--- config.mk ---
export PLATFORM = sky130hd
export DESIGN_NAME = sppic_core
export DESIGN_NICKNAME = d
export VERILOG_FILES = /design/src/common/sppic_pkg.sv /design/src/verilog/sppic_capture_mem.sv /design/src/verilog/sppic_core.sv
export SDC_FILE = /design/constraint.sdc
export NUM_CORES = 2
export LEC_CHECK = 0
export ABC_CLOCK_PERIOD_IN_PS = 22800
export BUFFER_PORTS_ARGS = -buffer_cell sky130_fd_sc_hd__buf_4
export CAP_MARGIN = 0
export CORE_UTILIZATION = 35
export CTS_BUF_LIST = sky130_fd_sc_hd__clkbuf_4 sky130_fd_sc_hd__clkbuf_8
export DETAILED_ROUTE_END_ITERATION = 6
export PLACE_DENSITY = 0.51
export SLEW_MARGIN = 10
export SYNTH_ARGS = -nofsm -noshare
export SYNTH_HDL_FRONTEND = slang
export SYNTH_HIERARCHICAL = 1
export SYNTH_SLANG_ARGS = --single-unit
--- constraint.sdc ---
create_clock -name clock -period 22.8 [get_ports clock]
set_clock_uncertainty 0.05 [all_clocks]
set_input_delay 2.28 -clock clock [delete_from_list [all_inputs] [get_ports clock]]
set_output_delay 2.28 -clock clock [all_outputs]
set_load 0.02 [all_outputs]
--- src/common/sppic_pkg.sv ---
// constants for the synced pwm interleave control core
package sppic_pkg;
   // clock and sync line timing
   localparam int CLK_FREQ_KHZ = 250000; // core clock rate
   localparam int SYNC_FREQ_KHZ = 500; // sync line clock from the power manager
   localparam int SYNC_PERIOD_CYC = CLK_FREQ_KHZ / SYNC_FREQ_KHZ; // nominal sync period in cycles
   localparam logic [11:0] LOCK_TOL_CYC = 12'h0008; // period match window for lock
   localparam logic [2:0] LOCK_COUNT = 3'h4; // matching periods needed to lock
   localparam logic [11:0] LOSS_CYC = 12'(2 * SYNC_PERIOD_CYC); // no falling edge this long drops lock
   // register offsets
   localparam logic [7:0] ADDR_INTERLEAVE = 8'h04;
   localparam logic [7:0] ADDR_DUTY_LIMIT = 8'h09;
   localparam logic [7:0] ADDR_PROP = 8'h0A;
   localparam logic [7:0] ADDR_INTEG = 8'h0B;
   localparam logic [7:0] ADDR_DERIV = 8'h0C;
   localparam logic [7:0] ADDR_ROLLOFF = 8'h0D;
   localparam logic [7:0] ADDR_SYSTEM_IDENTIFICATION = 8'h0E;
   localparam logic [7:0] ADDR_CAP_INDEX = 8'h0F;
   localparam logic [7:0] ADDR_CAP_LOW = 8'h10;
   localparam logic [7:0] ADDR_CAP_HIGH = 8'h11;
   // field positions
   localparam int PHASE_MSB = 7;
   localparam int PHASE_LSB = 6;
   localparam int RATE_BIT = 5;
   localparam int INTERLEAVE_MSB = 3;
   localparam int DUTY_MSB = 7;
   localparam int DUTY_LSB = 2;
   localparam int SYSTEM_IDENTIFICATION_RUN_BIT = 0;
   localparam int SYSTEM_IDENTIFICATION_DONE_BIT = 1;
   localparam int SYSTEM_IDENTIFICATION_AMP_LSB = 4;
   // reset values
   localparam logic [3:0] INTERLEAVE_RESET = 4'h0;
   localparam logic RATE_RESET = 1'b0;
   localparam logic [5:0] DUTY_LIMIT_RESET = 6'h3A;
   localparam logic [7:0] COEFF_RESET = 8'h00;
   localparam logic [6:0] PRBS_SEED = 7'h7F;
   // lock state
   typedef enum logic [1:0] {SPPIC_HUNT, SPPIC_TRACK, SPPIC_LOCKED} sppic_lock_t;
endpackage : sppic_pkg

--- src/verilog/sppic_capture_mem.sv ---
// response capture memory with registered read data
`timescale 1ns/1ns
`default_nettype none
module sppic_capture_mem #(
   parameter int WIDTH = 12,
   parameter int DEPTH = 64,
   parameter int AW = $clog2(DEPTH)
) (
   input wire logic clock, // core clock
   input wire logic wr_en, // write strobe
   input wire logic [AW-1:0] wr_addr, // write index
   input wire logic [WIDTH-1:0] wr_data, // write word
   input wire logic [AW-1:0] rd_addr, // read index
   output logic [WIDTH-1:0] rd_data // read word, one cycle late
);
   logic [WIDTH-1:0] mem [DEPTH];
   // write port and registered read port
   always_ff @(posedge clock)
   begin
      if (wr_en)
      begin
         mem[wr_addr] <= wr_data;
      end
      rd_data <= mem[rd_addr];
   end
endmodule : sppic_capture_mem
`default_nettype wire

--- src/verilog/sppic_core.sv ---
// sync-locked pwm timing, interleave, duty limit, pid and system identification
`timescale 1ns/1ns
`default_nettype none
module sppic_core #(
   parameter int CAP_DEPTH = 64,
   parameter int CAP_AW = $clog2(CAP_DEPTH)
) (
   input wire logic clock, // core clock
   input wire logic rst, // async reset, active high
   input wire logic sync_line, // sync clock pin
   input wire logic [1:0] phase_strap, // phase count strap pins
   input wire logic [7:0] reg_addr, // register address
   input wire logic [7:0] reg_wdata, // register write data
   input wire logic reg_write, // write strobe
   input wire logic reg_read, // read strobe
   output logic [7:0] reg_rdata, // read data
   output logic reg_rvalid, // read data valid pulse
   input wire logic [7:0] nominal_duty, // nominal ratio in 1/256
   input wire logic signed [11:0] err_sample, // regulation error sample
   input wire logic err_valid, // error sample strobe
   input wire logic [11:0] vout_sample, // output voltage sample
   output logic [3:0] pwm_out, // pwm outputs 0 to 3
   output logic locked // sync lock indication
);
   ////////////////////////////////////////////////////////////////////////////////
   // pin synchronisers
   logic [1:0] sync_ff_reg;
   logic sync_prev_reg;
   logic [1:0] strap_ff1_reg, strap_ff2_reg;
   logic strap_done_reg;
   logic [1:0] phase_reg;
   logic sync_fall;
   always_ff @(posedge clock or posedge rst)
   begin
      if (rst)
      begin
         sync_ff_reg <= 2'h0;
         sync_prev_reg <= 1'b0;
         strap_done_reg <= 1'b0;
         phase_reg <= 2'h0;
      end
      else
      begin
         sync_ff_reg <= {sync_ff_reg[0], sync_line};
         sync_prev_reg <= sync_ff_reg[1];
         strap_done_reg <= 1'b1;
         if (!strap_done_reg)
         begin
            phase_reg <= strap_ff2_reg;
         end
      end
   end
   assign sync_fall = sync_prev_reg && !sync_ff_reg[1];
   // strap synchroniser keeps running through reset so the pins are settled at release
   always_ff @(posedge clock)
   begin
      strap_ff1_reg <= phase_strap;
      strap_ff2_reg <= strap_ff1_reg;
   end

   ////////////////////////////////////////////////////////////////////////////////
   // register file
   logic [3:0] ilv_reg, ilv_next;
   logic rate_reg, rate_next;
   logic [5:0] dlim_reg, dlim_next;
   logic [7:0] cp_reg, cp_next, ci_reg, ci_next, cd_reg, cd_next, b1_reg, b1_next;
   logic run_reg, run_next;
   logic [3:0] amp_reg, amp_next;
   logic [CAP_AW-1:0] cidx_reg, cidx_next;
   logic [7:0] rdata_next;
   logic cap_done_reg;
   logic [11:0] cap_rd_data;
   always_comb
   begin
      ilv_next = ilv_reg;
      rate_next = rate_reg;
      dlim_next = dlim_reg;
      cp_next = cp_reg;
      ci_next = ci_reg;
      cd_next = cd_reg;
      b1_next = b1_reg;
      run_next = run_reg;
      amp_next = amp_reg;
      cidx_next = cidx_reg;
      if (reg_write)
      begin
         case (reg_addr)
            sppic_pkg::ADDR_INTERLEAVE:
            begin
               ilv_next = reg_wdata[sppic_pkg::INTERLEAVE_MSB:0];
               rate_next = reg_wdata[sppic_pkg::RATE_BIT];
            end
            sppic_pkg::ADDR_DUTY_LIMIT: dlim_next = reg_wdata[sppic_pkg::DUTY_MSB:sppic_pkg::DUTY_LSB];
            sppic_pkg::ADDR_PROP: cp_next = reg_wdata;
            sppic_pkg::ADDR_INTEG: ci_next = reg_wdata;
            sppic_pkg::ADDR_DERIV: cd_next = reg_wdata;
            sppic_pkg::ADDR_ROLLOFF: b1_next = reg_wdata;
            sppic_pkg::ADDR_SYSTEM_IDENTIFICATION:
            begin
               run_next = reg_wdata[sppic_pkg::SYSTEM_IDENTIFICATION_RUN_BIT];
               amp_next = reg_wdata[7:sppic_pkg::SYSTEM_IDENTIFICATION_AMP_LSB];
            end
            sppic_pkg::ADDR_CAP_INDEX: cidx_next = reg_wdata[CAP_AW-1:0];
            default: ;
         endcase
      end
      case (reg_addr)
         sppic_pkg::ADDR_INTERLEAVE: rdata_next = {phase_reg, rate_reg, 1'b0, ilv_reg};
         sppic_pkg::ADDR_DUTY_LIMIT: rdata_next = {dlim_reg, 2'h0};
         sppic_pkg::ADDR_PROP: rdata_next = cp_reg;
         sppic_pkg::ADDR_INTEG: rdata_next = ci_reg;
         sppic_pkg::ADDR_DERIV: rdata_next = cd_reg;
         sppic_pkg::ADDR_ROLLOFF: rdata_next = b1_reg;
         sppic_pkg::ADDR_SYSTEM_IDENTIFICATION: rdata_next = {amp_reg, 2'h0, cap_done_reg, run_reg};
         sppic_pkg::ADDR_CAP_INDEX: rdata_next = 8'(cidx_reg);
         sppic_pkg::ADDR_CAP_LOW: rdata_next = cap_rd_data[7:0];
         sppic_pkg::ADDR_CAP_HIGH: rdata_next = {4'h0, cap_rd_data[11:8]};
         default: rdata_next = 8'h00;
      endcase
   end
   always_ff @(posedge clock or posedge rst)
   begin
      if (rst)
      begin
         ilv_reg <= sppic_pkg::INTERLEAVE_RESET;
         rate_reg <= sppic_pkg::RATE_RESET;
         dlim_reg <= sppic_pkg::DUTY_LIMIT_RESET;
         cp_reg <= sppic_pkg::COEFF_RESET;
         ci_reg <= sppic_pkg::COEFF_RESET;
         cd_reg <= sppic_pkg::COEFF_RESET;
         b1_reg <= sppic_pkg::COEFF_RESET;
         run_reg <= 1'b0;
         amp_reg <= 4'h0;
         cidx_reg <= '0;
         reg_rdata <= 8'h00;
         reg_rvalid <= 1'b0;
      end
      else
      begin
         ilv_reg <= ilv_next;
         rate_reg <= rate_next;
         dlim_reg <= dlim_next;
         cp_reg <= cp_next;
         ci_reg <= ci_next;
         cd_reg <= cd_next;
         b1_reg <= b1_next;
         run_reg <= run_next;
         amp_reg <= amp_next;
         cidx_reg <= cidx_next;
         reg_rdata <= reg_read ? rdata_next : reg_rdata;
         reg_rvalid <= reg_read;
      end
   end

   ////////////////////////////////////////////////////////////////////////////////
   // sync period lock loop
   sppic_pkg::sppic_lock_t lock_reg, lock_next;
   logic [11:0] since_reg, since_next, period_reg, period_next;
   logic [2:0] match_reg, match_next;
   logic [11:0] diff_abs;
   always_comb
   begin
      lock_next = lock_reg;
      period_next = period_reg;
      match_next = match_reg;
      since_next = (since_reg == 12'hFFF) ? since_reg : since_reg + 12'h001;
      diff_abs = (since_reg > period_reg) ? since_reg - period_reg : period_reg - since_reg;
      if (sync_fall)
      begin
         since_next = 12'h001;
         case (lock_reg)
            sppic_pkg::SPPIC_HUNT:
            begin
               lock_next = sppic_pkg::SPPIC_TRACK;
               match_next = 3'h0;
            end
            sppic_pkg::SPPIC_TRACK, sppic_pkg::SPPIC_LOCKED:
            begin
               if (diff_abs <= sppic_pkg::LOCK_TOL_CYC)
               begin
                  match_next = (match_reg == sppic_pkg::LOCK_COUNT) ? match_reg : match_reg + 3'h1;
                  if (match_reg + 3'h1 >= sppic_pkg::LOCK_COUNT)
                  begin
                     lock_next = sppic_pkg::SPPIC_LOCKED;
                  end
               end
               else
               begin
                  match_next = 3'h0;
                  lock_next = sppic_pkg::SPPIC_TRACK;
               end
               period_next = since_reg;
            end
            default: lock_next = sppic_pkg::SPPIC_HUNT;
         endcase
      end
      else if (since_reg >= sppic_pkg::LOSS_CYC)
      begin
         lock_next = sppic_pkg::SPPIC_HUNT;
      end
   end
   always_ff @(posedge clock or posedge rst)
   begin
      if (rst)
      begin
         lock_reg <= sppic_pkg::SPPIC_HUNT;
         since_reg <= 12'h000;
         period_reg <= 12'(sppic_pkg::SYNC_PERIOD_CYC);
         match_reg <= 3'h0;
         locked <= 1'b0;
      end
      else
      begin
         lock_reg <= lock_next;
         since_reg <= since_next;
         period_reg <= period_next;
         match_reg <= match_next;
         locked <= (lock_next == sppic_pkg::SPPIC_LOCKED);
      end
   end

   ////////////////////////////////////////////////////////////////////////////////
   // pid compensation
   logic signed [19:0] integ_reg, integ_next;
   logic signed [11:0] eprev_reg, eprev_next;
   logic signed [15:0] dflt_reg, dflt_next;
   logic signed [13:0] pid_reg, pid_next;
   logic signed [24:0] dstep, pid_sum;
   always_comb
   begin
      integ_next = integ_reg;
      eprev_next = eprev_reg;
      dflt_next = dflt_reg;
      dstep = ((25'(err_sample - eprev_reg) - 25'(dflt_reg)) * $signed({1'b0, b1_reg})) >>> 8;
      pid_sum = (25'(err_sample) * $signed({1'b0, cp_reg}) + 25'(integ_reg >>> 8) * $signed({1'b0, ci_reg})
         + 25'(dflt_reg) * $signed({1'b0, cd_reg})) >>> 8;
      pid_next = pid_reg;
      if (err_valid)
      begin
         integ_next = integ_reg + 20'(err_sample);
         eprev_next = err_sample;
         dflt_next = dflt_reg + 16'(dstep);
         pid_next = 14'(pid_sum);
      end
   end
   always_ff @(posedge clock or posedge rst)
   begin
      if (rst)
      begin
         integ_reg <= '0;
         eprev_reg <= '0;
         dflt_reg <= '0;
         pid_reg <= '0;
      end
      else
      begin
         integ_reg <= integ_next;
         eprev_reg <= eprev_next;
         dflt_reg <= dflt_next;
         pid_reg <= pid_next;
      end
   end

   ////////////////////////////////////////////////////////////////////////////////
   // cycle scheduling, pwm and identification
   logic [11:0] phase_cnt_reg, phase_cnt_next, pwm_cnt_reg, pwm_cnt_next;
   logic [11:0] duty_reg, duty_next, cyc_len_reg, cyc_len_next, delay_reg, delay_next;
   logic rate_act_reg, rate_act_next;
   logic [6:0] prbs_reg, prbs_next;
   logic [CAP_AW-1:0] cap_wr_reg, cap_wr_next;
   logic cap_done_next, cap_we;
   logic [11:0] half, delay2, cyc_len, lim_ticks, nom_ticks;
   logic signed [15:0] duty_sum;
   logic start;
   always_comb
   begin
      half = period_reg >> 1;
      delay2 = (delay_reg >= half) ? delay_reg - half : delay_reg + half;
      phase_cnt_next = sync_fall ? 12'h000 : phase_cnt_reg + 12'h001;
      start = (lock_reg == sppic_pkg::SPPIC_LOCKED)
         && (phase_cnt_reg == delay_reg || (rate_act_reg && phase_cnt_reg == delay2));
      cyc_len = rate_reg ? half : period_reg;
      lim_ticks = 12'((20'(cyc_len) * 20'(dlim_reg)) >> 6);
      nom_ticks = 12'((20'(cyc_len) * 20'(nominal_duty)) >> 8);
      duty_sum = 16'(nom_ticks) + 16'(pid_reg);
      if (run_reg)
      begin
         duty_sum = prbs_reg[0] ? duty_sum + 16'(amp_reg) : duty_sum - 16'(amp_reg);
      end
      rate_act_next = rate_act_reg;
      delay_next = delay_reg;
      cyc_len_next = cyc_len_reg;
      duty_next = duty_reg;
      prbs_next = prbs_reg;
      pwm_cnt_next = (pwm_cnt_reg < cyc_len_reg) ? pwm_cnt_reg + 12'h001 : pwm_cnt_reg;
      cap_wr_next = cap_wr_reg;
      cap_done_next = cap_done_reg;
      cap_we = 1'b0;
      if (!run_reg)
      begin
         cap_wr_next = '0;
         cap_done_next = 1'b0;
      end
      if (start)
      begin
         rate_act_next = rate_reg;
         cyc_len_next = cyc_len;
         delay_next = 12'((20'(period_reg) * 20'(ilv_reg)) >> 4);
         duty_next = (duty_sum < 16'sh0000) ? 12'h000 : (duty_sum > $signed(16'(lim_ticks))) ? lim_ticks : 12'(duty_sum);
         pwm_cnt_next = 12'h000;
         if (run_reg && !cap_done_reg)
         begin
            prbs_next = {prbs_reg[5:0], prbs_reg[6] ^ prbs_reg[5]};
            cap_we = 1'b1;
            cap_wr_next = cap_wr_reg + 1'b1;
            cap_done_next = (cap_wr_reg == CAP_AW'(CAP_DEPTH - 1));
         end
      end
   end
   always_ff @(posedge clock or posedge rst)
   begin
      if (rst)
      begin
         phase_cnt_reg <= 12'h000;
         pwm_cnt_reg <= 12'h000;
         duty_reg <= 12'h000;
         cyc_len_reg <= 12'h000;
         delay_reg <= 12'h000;
         rate_act_reg <= sppic_pkg::RATE_RESET;
         prbs_reg <= sppic_pkg::PRBS_SEED;
         cap_wr_reg <= '0;
         cap_done_reg <= 1'b0;
      end
      else
      begin
         phase_cnt_reg <= phase_cnt_next;
         pwm_cnt_reg <= pwm_cnt_next;
         duty_reg <= duty_next;
         cyc_len_reg <= cyc_len_next;
         delay_reg <= delay_next;
         rate_act_reg <= rate_act_next;
         prbs_reg <= prbs_next;
         cap_wr_reg <= cap_wr_next;
         cap_done_reg <= cap_done_next;
      end
   end

   // per-output enable from the phase count, high while counting below duty
   for (genvar k = 0; k < 4; k++)
   begin : g_out
      logic en;
      assign en = (k == 0) || (k == 2 && phase_reg != 2'h0) || (k == 1 && phase_reg[1]) || (k == 3 && phase_reg == 2'h3);
      always_ff @(posedge clock or posedge rst)
      begin
         if (rst)
         begin
            pwm_out[k] <= 1'b0;
         end
         else
         begin
            pwm_out[k] <= en && (lock_reg == sppic_pkg::SPPIC_LOCKED) && (pwm_cnt_next < duty_next);
         end
      end
   end

   // identification response store
   sppic_capture_mem #(.WIDTH(12), .DEPTH(CAP_DEPTH)) u_cap (
      .clock(clock),
      .wr_en(cap_we),
      .wr_addr(cap_wr_reg),
      .wr_data(vout_sample),
      .rd_addr(cidx_reg),
      .rd_data(cap_rd_data)
   );
endmodule : sppic_core
`default_nettype wire

After elaboration in Yosys (flattened, before gate mapping)
Memory sizes are Yosys's and may differ from the RTL's. A register that Yosys moved wholly into a read port is not among the register bits.
Index checks and enable logic that the tools add are counted.
{"block": "totals", "register_bits": 244, "mem_bits_rw": 768, "input_bits": 56, "output_inout_bits": 14, "elab_cells": 158, "memories": 1}
{"block": "classes", "n_addsub": 18, "mul": 7, "n_lt_le_gt_ge": 9, "n_eq_ne": 21, "n_mux": 32, "n_bitwise": 1, "n_reduce_logical": 29}
{"name": "u_cap.mem", "depth": 64, "width": 12, "read_ports": 1, "rd_clocked_by_memory_dff": 1, "write_ports": 1, "line": "sppic_capture_mem.sv:16", "rtl": "logic [WIDTH-1:0] mem [DEPTH];"}
{"cell": "$mux W12", "n": 11}
{"cell": "$pmux W8 S10", "n": 1}
{"cell": "$eq A8 B4 Y1 const B", "n": 7}
{"cell": "$mul A12 B9 Y21", "n": 2}
{"cell": "$add A12 B1 Y12 const B", "n": 3}
{"cell": "$mux W16", "n": 2}
{"cell": "$eq A12 B12 Y1", "n": 2}
{"cell": "$lt A12 B12 Y1", "n": 2}
{"cell": "$mul A17 B9 Y24", "n": 1}
{"cell": "$sub A12 B12 Y12", "n": 2}
{"cell": "$add A21 B21 Y22", "n": 1}
{"cell": "$add A22 B22 Y22", "n": 1}
{"cell": "$mul A16 B9 Y22", "n": 1}
{"cell": "$add A20 B12 Y20", "n": 1}
{"cell": "$mul A12 B8 Y20", "n": 1}
{"cell": "$reduce_and A2 Y1", "n": 10}
{"cell": "$mul A12 B6 Y18", "n": 1}
{"cell": "$mux W6", "n": 3}
{"cell": "$sub A13 B16 Y17", "n": 1}
{"cell": "$add A15 B5 Y16", "n": 1}
{"cell": "$add A16 B16 Y16", "n": 1}
{"cell": "$eq A8 B5 Y1 const B", "n": 2}
{"cell": "$gt A16 B13 Y1", "n": 1}
{"cell": "$lt A16 B1 Y1 const B", "n": 1}
{"cell": "other kinds (34)", "n": 58}

Logic depth before layout (Yosys ltp)
{"block": "logic_depth", "word_depth": 12, "depth_mapped": 59, "mapped_depth_nobuf": 55}

Modules after synthesis
Netlist, hierarchy kept.
{"mod": "sppic_core", "n_inst": 1, "cells_each": 4381, "area_per_inst_um2": 39540.4, "seq_area_each_um2": 6107.1}
{"mod": "sppic_capture_mem", "n_inst": 1, "cells_each": 1339, "area_per_inst_um2": 29851.1, "seq_area_each_um2": 23302.3}

Worst setup path after synthesis
No wires, ideal clock.
{"block": "synth_timing", "path_type": "input-to-reg", "startpoint": "in nominal_duty[2]", "endpoint": "reg pwm_out[3]", "setup_time_ps": 88, "t_arrival_ps": 11790, "required_ps": 22662, "path_slack_ps": 10872, "cell_stages": 55, "n_path_buf": 2, "path_cell_list": "clkbuf_1 and2_1 ha_1 inv_1 fa_1 inv_1 ha_1 inv_1 fa_1 inv_1 ha_1 and4b_1 a41o_1 a21o_1 a21oi_1 nor2b_1 o31ai_1 a21oi_1 (+19 left out) nand4_1 a221oi_1 buf_2 nor2_1 o211a_1 a21oi_1 ha_1 a21o_1 a21oi_1 nor2b_1 o21ai_0 nand2b_1 a21oi_1 nor2b_1 o21ai_0 nor4bb_1 nand2_1 nor3b_1"}
{"block": "synth_between", "elab_chain_cells": 11, "word_cells_on_any_way": 13, "classes_between": "add/sub: 3; mul: 1; order compare: 3; mux: 5; reduce/logical: 1"}
{"element": "from (decl)", "line": "sppic_core.sv:18", "rtl": "input wire logic [7:0] nominal_duty,"}
{"element": "$mul A12 B8 Y20 *", "line": "sppic_core.sv:284", "rtl": "nom_ticks = 12'((20'(cyc_len) * 20'(nominal_duty)) >> 8);"}
{"element": "$add A13 B14 Y15 *", "line": "sppic_core.sv:285", "rtl": "duty_sum = 16'(nom_ticks) + 16'(pid_reg);"}
{"element": "$sub A15 B5 Y16 / $add A15 B5 Y16 (equally long branches)", "line": "sppic_core.sv:288", "rtl": "duty_sum = prbs_reg[0] ? duty_sum + 16'(amp_reg) : duty_sum - 16'(amp_reg);"}
{"element": "$mux W16", "line": "sppic_core.sv:288"}
{"element": "$mux W16 *", "line": "sppic_core.sv:286", "rtl": "if (run_reg)"}
{"element": "$gt A16 B13 Y1", "line": "sppic_core.sv:309", "rtl": "duty_next = (duty_sum < 16'sh0000) ? 12'h000 : (duty_sum > $signed(16'(lim_ticks))) ? lim_ticks : 12'(duty_sum ..."}
{"element": "$mux W12", "line": "sppic_core.sv:309"}
{"element": "$mux W12 *", "line": "sppic_core.sv:309"}
{"element": "$mux W12 *", "line": "sppic_core.sv:304", "rtl": "if (start)"}
{"element": "$lt A12 B12 Y1 *", "line": "sppic_core.sv:361", "rtl": "pwm_out[k] <= en && (lock_reg == sppic_pkg::SPPIC_LOCKED) && (pwm_cnt_next < duty_next);"}
{"element": "$logic_and A1 B1 Y1 *", "line": "sppic_core.sv:361"}
{"element": "to (signal, indexed assignment)", "line": "sppic_core.sv:361"}
{"element": "to (decl)", "line": "sppic_core.sv:22", "rtl": "output logic [3:0] pwm_out,"}
Mark *: on every way between the ends. The rest lies on a longest branch, timed or not.
A chain may end at the register's enable or synchronous reset.

Final worst setup path
Same ends and word-level chain as after synthesis.

==> impl_metrics.xml <==
<?xml version="1.0" encoding="UTF-8"?>
<metrics>
  <group name="outcome">
    <metric name="run_status" unit="">completed</metric>
  </group>
  <group name="synthesis">
    <metric name="yosysTopAreaCellShare" unit="%">33.23</metric>
    <metric name="share_of_the_yosys_chip_area_belonging_to_registers" unit="%">42.38</metric>
    <metric name="number_of_cells_produced_by_synthesis" unit="">5720</metric>
    <metric name="ys_async_sr_fraction" unit="%">23.44</metric>
    <metric name="synth_flop_cell" unit="">sky130_fd_sc_hd__edfxtp_1</metric>
    <metric name="ys_warn_count" unit="">6</metric>
    <metric name="synth_edf_count" unit="">768</metric>
    <metric name="synth.largest_area_cell" unit="">sky130_fd_sc_hd__edfxtp_1</metric>
    <metric name="post_synth_main_area_contributors" unit="">sky130_fd_sc_hd__edfxtp_1 33%, sky130_fd_sc_hd__fa_1 16%, sky130_fd_sc_hd__dfrtp_1 8.0%</metric>
    <metric name="synth.net_count" unit="">6731</metric>
    <metric name="yosysUniqueCellTypes" unit="">91</metric>
    <metric name="syn-mean-instance-area" unit="um2">12.13</metric>
    <metric name="post_synth_instance_area" unit="um2">69390</metric>
    <metric name="postSynthRegisterBits" unit="">1024</metric>
  </group>
  <group name="floorplan">
    <metric name="die_height" unit="um">447.3</metric>
    <metric name="coreArea" unit="um2">197200</metric>
    <metric name="boundaryPins" unit="">70</metric>
    <metric name="die_width" unit="um">447.3</metric>
    <metric name="die-area" unit="um2">200000</metric>
    <metric name="start_util" unit="%">35.19</metric>
    <metric name="row_count" unit="">163</metric>
  </group>
  <group name="clock_tree">
    <metric name="ctsHtreeMaxLevel" unit="">4</metric>
    <metric name="cts.root.buffer_cell" unit="">sky130_fd_sc_hd__clkbuf_8</metric>
    <metric name="cts.sinks" unit="">1024</metric>
    <metric name="tritoncts" unit="">yes</metric>
    <metric name="clk_pin_slew_worst_paths" unit="ns">0.06</metric>
    <metric name="cts.path.max_buffers" unit="">3</metric>
    <metric name="clock_latency_reported_for_the_late_side_of_the_worst_skew_pair" unit="ns">0.88</metric>
    <metric name="cts_repair_resize_count" unit="">0</metric>
    <metric name="number_of_buffers_created_by_cts" unit="">169</metric>
    <metric name="cts_setup_buffers" unit="">0</metric>
    <metric name="cts-hold-fix-buffers" unit="">0</metric>
  </group>
  <group name="sta">
    <metric name="finalWorstPathRequiredPeriod" unit="ns">12.31</metric>
    <metric name="slew_headroom" unit="%">20.27</metric>
    <metric name="timing.fmax" unit="MHz">81.21</metric>
    <metric name="final_max_slew_viol_count" unit="">0</metric>
    <metric name="finalSetupViolations" unit="">0</metric>
    <metric name="layout_worst_path_cycle_share" unit="%">54.01</metric>
    <metric name="tightestPinTransition" unit="ns">1.192</metric>
    <metric name="setup-tns-final" unit="ns">0</metric>
    <metric name="final_hold_viol_count" unit="">0</metric>
    <metric name="unrepaired_setup_endpoints_after_global_routing" unit="">no</metric>
  </group>
  <group name="hold_path">
    <metric name="worstHoldPathType" unit="">reg2reg</metric>
    <metric name="whs_endpoint" unit="">strap_ff2_reg[0]</metric>
    <metric name="holdPathStages" unit="">0</metric>
    <metric name="min-delay-start" unit="">strap_ff1_reg[0]</metric>
  </group>
  <group name="place">
    <metric name="hpwl" unit="um">131400</metric>
    <metric name="place_congestion" unit="">0.8880</metric>
    <metric name="io_buffers" unit="">69</metric>
    <metric name="dpl.cell_count" unit="">8302</metric>
  </group>
  <group name="layout">
    <metric name="syn2layout_area_growth" unit="%">10.20</metric>
    <metric name="nNetsFinal" unit="">6844</metric>
    <metric name="final_layout_size_suffix_gt1_share" unit="%">13.74</metric>
    <metric name="non_filler_instances" unit="">8608</metric>
    <metric name="number_of_flip_flops_in_the_largest_register" unit="">768</metric>
  </group>
  <group name="run">
    <metric name="cap_viol_max_count" unit="">0</metric>
  </group>
  <group name="worst_setup_path">
    <metric name="timing.critical_path.required" unit="ns">23.50</metric>
    <metric name="reg2reg_depth" unit="">57</metric>
    <metric name="crit-reg2reg-launch" unit="">period_reg[1]</metric>
    <metric name="critical-path-top-cell-by-count" unit="">sky130_fd_sc_hd__ha_1</metric>
    <metric name="worst-endpoint-arrival" unit="ns">13.02</metric>
    <metric name="critPathKind" unit="">in2reg</metric>
    <metric name="cp-start-kind" unit="">primary input</metric>
    <metric name="crit_path_end_kind" unit="">register</metric>
    <metric name="critical_path.startpoint" unit="">nominal_duty[2]</metric>
    <metric name="reg2reg_slack" unit="ns">10.50</metric>
    <metric name="critical_path_slowest_stage_cell" unit="">sky130_fd_sc_hd__nor4bb_1</metric>
    <metric name="worstPathMaxFanout" unit="">23</metric>
    <metric name="cpPeakStageDelay" unit="ns">0.51</metric>
    <metric name="rr_endpoint" unit="">pwm_out[3]</metric>
  </group>
  <group name="drt">
    <metric name="route.vias.total" unit="">43900</metric>
    <metric name="detail_route.first_pass.iterations" unit="">7</metric>
    <metric name="detail_route.wl_per_cell" unit="um">21.36</metric>
    <metric name="drc_errors_left" unit="">0</metric>
    <metric name="detail_route.wirelength" unit="um">183800</metric>
    <metric name="drt-initial-drc-count" unit="">2844</metric>
    <metric name="route.detailed.vias_per_inst" unit="">5.100</metric>
    <metric name="count_of_antenna_violating_nets_left_after_detailed_routing" unit="">0</metric>
  </group>
  <group name="pwr">
    <metric name="ir_drop" unit="mV">0.06379</metric>
    <metric name="power.leakage" unit="nW">30.92</metric>
    <metric name="design_power_total" unit="mW">6.524</metric>
    <metric name="powerDensity" unit="nW/um2">85.31</metric>
  </group>
  <group name="global_routing">
    <metric name="globalRouteOverflowTotal" unit="">0</metric>
    <metric name="total_routing_resource_utilization_after_global_routing" unit="%">18.65</metric>
    <metric name="first_global_vias" unit="">46150</metric>
    <metric name="grt_pass1_wl" unit="um">282800</metric>
    <metric name="largest_net_degree_at_the_start_of_global_routing" unit="">111</metric>
    <metric name="antenna_found_initial" unit="">12</metric>
  </group>
</metrics>
[final cells by class]
type                            count  area, um2
Antenna cell                        9      22.52
Clock buffer                      245       2978
Clock inverter                     52      416.7
Fill cell                       19100     120700
Inverter                          731       2751
Multi-Input combinational cell   3731      36230
Sequential cell                  1024      29420
Tap cell                         2640       3303
Timing Repair Buffer              176       1346
[stage by stage]
stage | area (um2) | util [%] | hold WS [ns] | worst slack, ns
6_report | 76470 | 38.78 | 0.2705 | 10.49
5_1_grt | 76470 | 38.77 | 0.2803 | 9.374
4_1_cts | 76450 | 38.76 | 0.2758 | 10.50
3_5_place_dp | 73050 | 37.04 | 0.2621 | 9.696
3_3_place_gp | 73050 | 37.04 | 0.2634 | 9.721
2_1_floorplan | 69390 | - | 0.2596 | 10.87
[metal layers]
| metal | vias up | GRT usage [%] | share of wire, % |
|---|---|---|---|
| li1 | 20000 | - | - |
| met1 | 22680 | 24.71 | 44 |
| met2 | 999 | 31.37 | 49 |
| met3 | 217 | 3.010 | 4.8 |
| met4 | 0 | 5.441 | 2.4 |
| met5 | - | 0 | 0 |
[Yosys cell counts, types with 145 or more instances]
library cell               count
sky130_fd_sc_hd__xnor2_1     145
sky130_fd_sc_hd__nor2_1      248
sky130_fd_sc_hd__a21oi_1     152
sky130_fd_sc_hd__fa_1        562
sky130_fd_sc_hd__inv_1       731
sky130_fd_sc_hd__edfxtp_1    768
sky130_fd_sc_hd__dfrtp_1     223
sky130_fd_sc_hd__mux4_2      196
sky130_fd_sc_hd__clkbuf_1    169
sky130_fd_sc_hd__and2_1      352
sky130_fd_sc_hd__nand2_1     530
sky130_fd_sc_hd__ha_1        393
sky130_fd_sc_hd__o21ai_0     159
[cells by family (layout without fill, tap and decap cells)]
logic type | after synthesis | in the layout | synth area share (%)
other cells | 1 | 10 | 0.005404
fa+ha+maj | 955 | 955 | 23.30
xor+xnor | 207 | 207 | 2.613
buf+inv | 965 | 1204 | 5.480
mux | 338 | 338 | 8.590
compound gates | 706 | 706 | 6.823
flops | 1024 | 1024 | 42.38
simple gates | 1524 | 1524 | 10.81
[power by group]
| part | internal [mW] | switching (mW) |
|---|---|---|
| clock network | 0.871 | 0.761 |
| logic | 1.08 | 1.57 |
| registers | 2.08 | 0.166 |
| total | 4.02 | 2.50 |
[worst max path at each step]
stage,to,slack [ns],cells past startpoint
finish,pwm_out[3],10.49,55
global route,pwm_out[3],9.37,57
CTS,pwm_out[3],10.50,57
detailed placement,pwm_out[3],9.70,55
global placement,pwm_out[3],9.72,55
floorplan,pwm_out[3],10.87,55
[placed cells by master, fill, tap and decap left out, types with 27 or more instances in the layout]
master,instances
sky130_fd_sc_hd__and2_1,352
sky130_fd_sc_hd__clkbuf_8,182
sky130_fd_sc_hd__mux2_2,99
sky130_fd_sc_hd__buf_4,174
sky130_fd_sc_hd__nor2b_1,55
sky130_fd_sc_hd__nand2_1,530
sky130_fd_sc_hd__nand3_1,88
sky130_fd_sc_hd__a211oi_1,32
sky130_fd_sc_hd__ha_1,393
sky130_fd_sc_hd__a21oi_1,152
sky130_fd_sc_hd__o21ai_0,150
sky130_fd_sc_hd__mux4_2,196
sky130_fd_sc_hd__mux2i_1,42
sky130_fd_sc_hd__o22ai_1,29
sky130_fd_sc_hd__inv_1,730
sky130_fd_sc_hd__a31oi_1,32
sky130_fd_sc_hd__nor3_1,59
sky130_fd_sc_hd__dfrtp_1,220
sky130_fd_sc_hd__edfxtp_1,768
sky130_fd_sc_hd__o21a_1,29
sky130_fd_sc_hd__and3_1,28
sky130_fd_sc_hd__xor2_1,62
sky130_fd_sc_hd__clkbuf_4,63
sky130_fd_sc_hd__nand4_1,27
sky130_fd_sc_hd__nor2_1,237
sky130_fd_sc_hd__fa_1,562
sky130_fd_sc_hd__a21o_1,53
sky130_fd_sc_hd__nand2b_1,41
sky130_fd_sc_hd__xnor2_1,145
[critical path, delay by kind of cell]
kind	cells	cell delay, ns
AOI/OAI and AO/OA	21	4.28
xor gates and xnor gates	2	0.23
adders and majority gates	9	2.90
buffers and inverters	6	0.60
and+or+nand+nor	17	2.74
(Power assumes the default switching activity.)
